--- src/hw/cfw_consts.vh ---
`ifndef CFW_CONSTS_VH
`define CFW_CONSTS_VH
// byte addresses of the two configuration bytes
`define CFW_ADDR_LOW          22'h300000
`define CFW_ADDR_HIGH         22'h300001
`define CFW_ADDR_W            22
// field positions, low byte
`define CFW_BIT_WDT_HARD      0
`define CFW_BIT_STACK_RST     5
`define CFW_BIT_EXT_INSTR     6
`define CFW_BIT_DEBUG         7
// field positions, high byte
`define CFW_BIT_CODE_PROT     2
// implemented-bit masks and unprogrammed (erased) values
`define CFW_LOW_MASK          8'hE1
`define CFW_HIGH_MASK         8'h04
`define CFW_LOW_ERASED        8'hE1
`define CFW_HIGH_ERASED       8'h04
// pattern for the unimplemented upper bits 7..3 of the high byte; unused, those bits hold zero
`define CFW_HIGH_KEEP         5'h1E
`endif

--- src/hw/cfw_config_word.v ---
// Summary of operation
// - low bit0 set forces watchdog; else software
// - low bit5 enables stack fault reset
// - high bit2 zero means code protected
// - low byte 300000h, high byte 300001h
//
// The plain strobed port was chosen for this implementation.
`include "cfw_consts.vh"

module cfw_config_word (
   input  wire                     ref_clk_i,
   input  wire                     rst_i,
   input  wire                     clk_en_i,
   input  wire [`CFW_ADDR_W-1:0]   addr_i,
   input  wire [7:0]               wdata_i,
   input  wire                     wr_i,
   input  wire                     rd_i,
   input  wire                     watchdog_soft_enable_i,
   output reg  [7:0]               rdata_o,
   output reg                      watchdog_run_o,
   output reg                      watchdog_hard_enable_o,
   output reg                      stack_fault_reset_enable_o,
   output reg                      extended_instr_enable_o,
   output reg                      code_protect_o
);

   // erased values as constants, so single bits can be picked out
   localparam [7:0] low_erased  = `CFW_LOW_ERASED;
   localparam [7:0] high_erased = `CFW_HIGH_ERASED;

   // stored bytes and their next values
   reg  [7:0] config_word_low_q;
   reg  [7:0] config_word_low_d;
   reg  [7:0] config_word_high_q;
   reg  [7:0] config_word_high_d;

   // write-once locks, one flag per stored bit
   reg  [7:0] low_written_q;
   reg  [7:0] low_written_d;
   reg  [7:0] high_written_q;
   reg  [7:0] high_written_d;

   // read data, next value
   reg  [7:0] rdata_d;

   // decoded control levels, next values
   reg        watchdog_hard_enable_d;
   reg        watchdog_run_d;
   reg        stack_fault_reset_enable_d;
   reg        extended_instr_enable_d;
   reg        code_protect_d;

   // qualified bus strobes
   wire       hit_low;
   wire       hit_high;
   wire       wr_low;
   wire       wr_high;
   wire       rd_low;
   wire       rd_high;

   // exact byte address match; no aliases of the two bytes
   function cfw_addr_hit;
      input [`CFW_ADDR_W-1:0] addr;
      input [`CFW_ADDR_W-1:0] target;
      begin
         cfw_addr_hit = (addr == target);
      end
   endfunction

   // write-once merge: only implemented, not yet written bits take new data
   function [7:0] cfw_merge;
      input [7:0] cur;
      input [7:0] done;
      input [7:0] mask;
      input [7:0] data;
      reg   [7:0] open_bits;
      begin
         open_bits = mask & ~done;
         cfw_merge = (cur & ~open_bits) | (data & open_bits);
      end
   endfunction

   // any write burns the whole byte, zeros too, so no second try
   function [7:0] cfw_lock;
      input [7:0] done;
      input [7:0] mask;
      input       strobe;
      begin
         if (strobe) begin
            cfw_lock = done | mask;
         end else begin
            cfw_lock = done;
         end
      end
   endfunction

   // visible value: unimplemented bits read as zero
   function [7:0] cfw_visible;
      input [7:0] cur;
      input [7:0] mask;
      begin
         cfw_visible = cur & mask;
      end
   endfunction

   // address decode
   assign hit_low  = cfw_addr_hit(addr_i, `CFW_ADDR_LOW);
   assign hit_high = cfw_addr_hit(addr_i, `CFW_ADDR_HIGH);

   // strobes qualified by address; unmapped traffic is dropped
   assign wr_low  = wr_i & hit_low;
   assign wr_high = wr_i & hit_high;
   assign rd_low  = rd_i & hit_low;
   assign rd_high = rd_i & hit_high;

   // low byte next value
   always @* begin
      config_word_low_d = config_word_low_q;
      if (wr_low) begin
         config_word_low_d = cfw_merge(config_word_low_q, low_written_q,
                                       `CFW_LOW_MASK, wdata_i);
      end
   end

   // high byte next value; only bit 2 takes write data, bits 7..3 stay at erased zero
   always @* begin
      config_word_high_d = config_word_high_q;
      if (wr_high) begin
         config_word_high_d = cfw_merge(config_word_high_q, high_written_q,
                                        `CFW_HIGH_MASK, wdata_i);
      end
   end

   // lock next values
   always @* begin
      low_written_d  = cfw_lock(low_written_q, `CFW_LOW_MASK, wr_low);
      high_written_d = cfw_lock(high_written_q, `CFW_HIGH_MASK, wr_high);
   end

   // read mux; idle cycles give zero, so data stands one cycle only
   always @* begin
      rdata_d = 8'h00;
      if (rd_low) begin
         rdata_d = cfw_visible(config_word_low_q, `CFW_LOW_MASK);
      end else if (rd_high) begin
         rdata_d = cfw_visible(config_word_high_q, `CFW_HIGH_MASK);
      end
   end

   // decoded levels from the stored bytes
   always @* begin
      watchdog_hard_enable_d     = config_word_low_q[`CFW_BIT_WDT_HARD];
      watchdog_run_d             = config_word_low_q[`CFW_BIT_WDT_HARD]
                                   | watchdog_soft_enable_i;
      stack_fault_reset_enable_d = config_word_low_q[`CFW_BIT_STACK_RST];
      extended_instr_enable_d    = config_word_low_q[`CFW_BIT_EXT_INSTR];
      code_protect_d             = ~config_word_high_q[`CFW_BIT_CODE_PROT];
   end

   // low byte storage; reset stands in for power-on, back to erased
   always @(posedge ref_clk_i) begin
      if (rst_i) begin
         config_word_low_q <= `CFW_LOW_ERASED;
      end else if (clk_en_i) begin
         config_word_low_q <= config_word_low_d;
      end
   end

   // high byte storage
   always @(posedge ref_clk_i) begin
      if (rst_i) begin
         config_word_high_q <= `CFW_HIGH_ERASED;
      end else if (clk_en_i) begin
         config_word_high_q <= config_word_high_d;
      end
   end

   // low byte lock; reset reopens it as power-on would
   always @(posedge ref_clk_i) begin
      if (rst_i) begin
         low_written_q <= 8'h00;
      end else if (clk_en_i) begin
         low_written_q <= low_written_d;
      end
   end

   // high byte lock
   always @(posedge ref_clk_i) begin
      if (rst_i) begin
         high_written_q <= 8'h00;
      end else if (clk_en_i) begin
         high_written_q <= high_written_d;
      end
   end

   // read data register; frozen with everything else
   always @(posedge ref_clk_i) begin
      if (rst_i) begin
         rdata_o <= 8'h00;
      end else if (clk_en_i) begin
         rdata_o <= rdata_d;
      end
   end

   // hardware watchdog enable
   always @(posedge ref_clk_i) begin
      if (rst_i) begin
         watchdog_hard_enable_o <= low_erased[`CFW_BIT_WDT_HARD];
      end else if (clk_en_i) begin
         watchdog_hard_enable_o <= watchdog_hard_enable_d;
      end
   end

   // watchdog run; soft request taken as synchronous, one cycle late
   always @(posedge ref_clk_i) begin
      if (rst_i) begin
         watchdog_run_o <= low_erased[`CFW_BIT_WDT_HARD];
      end else if (clk_en_i) begin
         watchdog_run_o <= watchdog_run_d;
      end
   end

   // stack fault reset enable
   always @(posedge ref_clk_i) begin
      if (rst_i) begin
         stack_fault_reset_enable_o <= low_erased[`CFW_BIT_STACK_RST];
      end else if (clk_en_i) begin
         stack_fault_reset_enable_o <= stack_fault_reset_enable_d;
      end
   end

   // extended instruction set enable
   always @(posedge ref_clk_i) begin
      if (rst_i) begin
         extended_instr_enable_o <= low_erased[`CFW_BIT_EXT_INSTR];
      end else if (clk_en_i) begin
         extended_instr_enable_o <= extended_instr_enable_d;
      end
   end

   // code protection, high means protected
   always @(posedge ref_clk_i) begin
      if (rst_i) begin
         code_protect_o <= ~high_erased[`CFW_BIT_CODE_PROT];
      end else if (clk_en_i) begin
         code_protect_o <= code_protect_d;
      end
   end

endmodule // cfw_config_word

--- config.mk ---
export PLATFORM = sky130hd
export DESIGN_NAME = cfw_config_word
export DESIGN_NICKNAME = d
export VERILOG_FILES = /design/src/hw/cfw_config_word.v
export VERILOG_INCLUDE_DIRS = /design/src /design/src/hw
export SDC_FILE = /design/constraint.sdc
export NUM_CORES = 1
export LEC_CHECK = 0
export BUFFER_PORTS_ARGS = -buffer_cell sky130_fd_sc_hd__buf_2
export CORE_ASPECT_RATIO = 1.1
export CORE_MARGIN = 2
export CORE_UTILIZATION = 40
export CTS_BUF_LIST = sky130_fd_sc_hd__clkbuf_16
export CTS_CLUSTER_SIZE = 10
export DETAILED_ROUTE_END_ITERATION = 8
export PLACE_DENSITY = 0.85
export SLEW_MARGIN = 20
export SYNTH_ARGS = -nofsm -noshare
export SYNTH_HDL_FRONTEND = slang
export SYNTH_SLANG_ARGS = --single-unit
export TNS_END_PERCENT = 50
--- constraint.sdc ---
create_clock -name ref_clk_i -period 1.5 [get_ports ref_clk_i]
set_input_delay 0.075 -clock ref_clk_i [delete_from_list [all_inputs] [get_ports ref_clk_i]]
set_output_delay 0.075 -clock ref_clk_i [all_outputs]
set_load 0.005 [all_outputs]
# Word level (Yosys, flattened, before mapping)
# Index checks and enable logic that the tools add are counted.
# word_totals
register_bits	31
latchBits	0
ramBits	0
rom_bits	0
input_bits	36
output_inout_bits	13
elab_cells	32
memories	0
# op_classes
add_sub_neg	0
n_mul	0
div_mod_pow	0
order_cmp	0
n_eq_ne	2
shifts	0
n_mux	2
bitwise	16
n_reduce_logical	2
# op_table
operator	count
$eq A22 B22 Y1 const B	2
$and A8 B8 Y8	3
$not A8 Y8	2
$or A8 B8 Y8	2
$and A8 B3 Y8	1
$mux W8	1
$not A3 Y8	1
$and A1 B1 Y1	4
$reduce_and A2 Y1	2
$mux W3	1
$not A3 Y3	1
$not A1 Y1	1
$or A1 B1 Y1	1

# Depth between registers and ports, before layout
# depth
word_depth	4
depth_mapped	5
ltp_nobuf	4

# Least setup slack after synthesis
# Ideal clock, no wire load.
# synth_path
path_kind	input -> register
from	input addr_i[4]
to	register (tool-made name)
setup_time_ns	0.072
arrival_ns	1.135
required_time_ns	1.428
slack_ns	0.294
path_stages	4
n_path_buf	0
cell_sequence	nor4_2 > nand4_1 > nor4b_4 > mux2i_1
# synth_rtl
element	line_no	source
from (decl)	cfw_config_word.v:14	input wire [`CFW_ADDR_W-1:0] addr_i,

==> results.md <==
- Gr ovfl total: 0
- Skew-Pair Late Insertion Delay: 0.25 ns
- Seq/Total Area, Yosys: 42.3%
- Synthesis-to-layout area growth: 35.9%
- Clock Path Buffers: 2
- Post-CTS sizing: 0
- Wire length on met3: 120 um
- Worst setup EP type: flip-flop
- Pwr dens: 978 nW/um^2
- CTS Sinks: 17
- Setup bufs post-CTS: 0
- Buffers on Ports: 42
- Critical Path Fanout Max: 4
- Die width: 46.8 um
- Fillers: 201
- Io pins: 49
- Hold Fails Final Rpt: 0
- Top cell type's share of synthesized area: 42.3%
- CP bufs+invs: 1
- Req. time, crit path: 1.67 ns
- Post-synth top cells: 17 x dfxtp_1, 16 x nor2_1, 6 x nand2_1
- Worst setup SP type: input port
- Gr usage total: 16.1%
- Clock share of power: 48.4%
- CTS tree: built
- CP Cell Sequence: buf_2, nor4_2, nand4_1, nor4b_4, mux2i_1
- Initial Util: 41.1%
- Die area: 2390 um^2
- Seq pwr share: 43.0%
- Slew Viols, Final: 0
- Vias in the first global route: 678
- Class of the worst hold path: in2reg
- Avg Inst Size Synth: 9.04 um^2
- Cell Count, Final, Fillers Out: 157
- Largest area contributor in the synthesized netlist: dfxtp_1
- Synth Cell Area: 805 um^2
- Initial DRC Count: 7
- H-Tree Depth: 1
- Fin crit share: 81.8%
- Final setup vio count: 0
- Hold_ws: 0.0946 ns
- Number of max-cap violations: 0
- Share of layout cells above drive strength 1: 41.9%
- Highest metal used: met4
- Metal-1 WL: 727 um
- Worst clock skew: 0.00262 ns
- Lkg Pwr: 0.471 nW
- First-pass GRT wire length: 2.70 mm
- Post-Synthesis Cells: 89
- Comb pwr share: 8.6%
- CP max stage delay: 0.46 ns
- Fmax: 815 MHz
- Drt drc: 0
- Synth unique cells: 30
- Wire length per cell: 10.9 um
- Ys flop type: dfxtp_1
- Nets@finish: 166
- Dpl cells: 153
- TritonCTS buffer count: 3
- Number of enable flip-flop cells after synthesis: 0
- Number of diodes: 0
- Core Util, Final: 55.9%
- Hold-fix buffers, CTS: 0
- Vert. Die Dim: 51.0 um
- Antenna-violating nets left: 0
- CTS clk-pin slew, worst paths: 0.05 ns
- Largest net degree at the start of global routing: 27
- RSZ-0062 raised after global routing: false
- TritonRoute pass-1 iters: 4
- Sw Pwr: 0.211 mW
- Slowest stage cell, crit path: nor4b_4
- GPL Wtd Cong: 0.769
- Standard-cell rows: 17
- DR WL met2: 814 um
- Net Sw Frac: 19.7%
- Delay-heaviest family, CP: simple AND/OR/NAND/NOR gates
- Post-Route WL: 1.72 mm
- Cell Int Power: 0.859 mW
- Min Tclk post-route: 1.23 ns
- Synthesized flop and latch total: 17
- Detail Placement HPWL: 1.30 mm
- Yosys Warn Count: 0
- Synth async-reset ratio: 0%
- Final TNS setup: 0 ns
- Peak supply drop: 0.881 mV
- Crit Path Class: in2reg
- Vias per cell: 4.88
- Worst EP arrival: 1.40 ns
- Count leader, synth: dfxtp_1
- Synth top area cells: dfxtp_1 42%, nor2_1 7.5%, mux2i_1 5.0%, or3b_2 4.4%, o31ai_1 3.7%
- Antenna violations before repair: 0
- Core Region: 1960 um^2
- CTS root buf: clkbuf_16
- Outcome: completed
- Via count: 766
## logic make-up after synthesis
logic type / synth area share (%)
flip-flops: 42.3
buffers and inverters: 5.29
multiplexers: 4.98
AO/OA/AOI/OAI: 9.64
other: 0.466
AND/OR/NAND/NOR: 37.3
## metrics by stage
stage | power, mW | worst slack (ns) | area [um^2]
3_5_place_dp | 0.561 | 0.000933 | 1010
4_1_cts | 1.08 | 0.255 | 1090
5_1_grt | 1.10 | 0.156 | 1090
2_1_floorplan | 0.516 | 0.294 | 812
6_report | 1.07 | 0.273 | 1090
3_3_place_gp | 0.558 | 0.103 | 1010
## area by class of cell
class | instances | area [um^2] | share of cell area, %
clock buffers | 3 | 75.1 | 6.86
clock inverters | 1 | 3.75 | 0.343
multi-input cells | 66 | 429 | 39.2
flip-flops and latches | 17 | 340 | 31.1
well taps | 28 | 35.0 | 3.20
repair buffers | 42 | 210 | 19.2
## power groups by stage
stage               clock, mW  sequential, mW  combinational [mW]
CTS                     0.524           0.460              0.0925
floorplan                   0           0.470              0.0459
finish                  0.518           0.460              0.0923
global placement            0           0.469              0.0892
detailed placement          0           0.469              0.0917
global route            0.537           0.460               0.104
## worst register-to-register path, stage by stage (launching register included)
cell	delay, ns
dfxtp_1	0.33
nor4b_4	0.44
mux2i_1	0.23
## metal layers
layer | vias up | global-route usage, %
met5 | - | 0
met4 | 0 | 11.1
met2 | 29 | 25.3
met1 | 340 | 18.7
li1 | 393 | -
met3 | 4 | 3.18
## worst paths after layout
kind	end	from	slack (ns)	cells past startpoint
setup / recovery	flip-flop	addr_i[4]	0.27	5
hold / removal	flip-flop	wdata_i[5]	0.09	3
setup reg to reg	flip-flop	low_written_q[0]$_SDFFE_PP0P_	0.42	2
hold reg to reg	rdata_o[7]$_SDFFE_PP0P_	flip-flop	0.46	2
## cell usage in the layout, fill, tap and decap left out, types with 2 or more instances in the layout
master	instances
o31ai_1	4
nand4_1	2
nor4_2	2
a31oi_1	2
conb_1	3
dfxtp_1	17
a21oi_1	2
nand2b_1	4
nand3b_1	3
mux2i_1	4
nor2_1	16
buf_2	42
clkbuf_16	3
or3b_2	4
nand2_1	6
No activity file was read; power rests on OpenSTA's default activity.
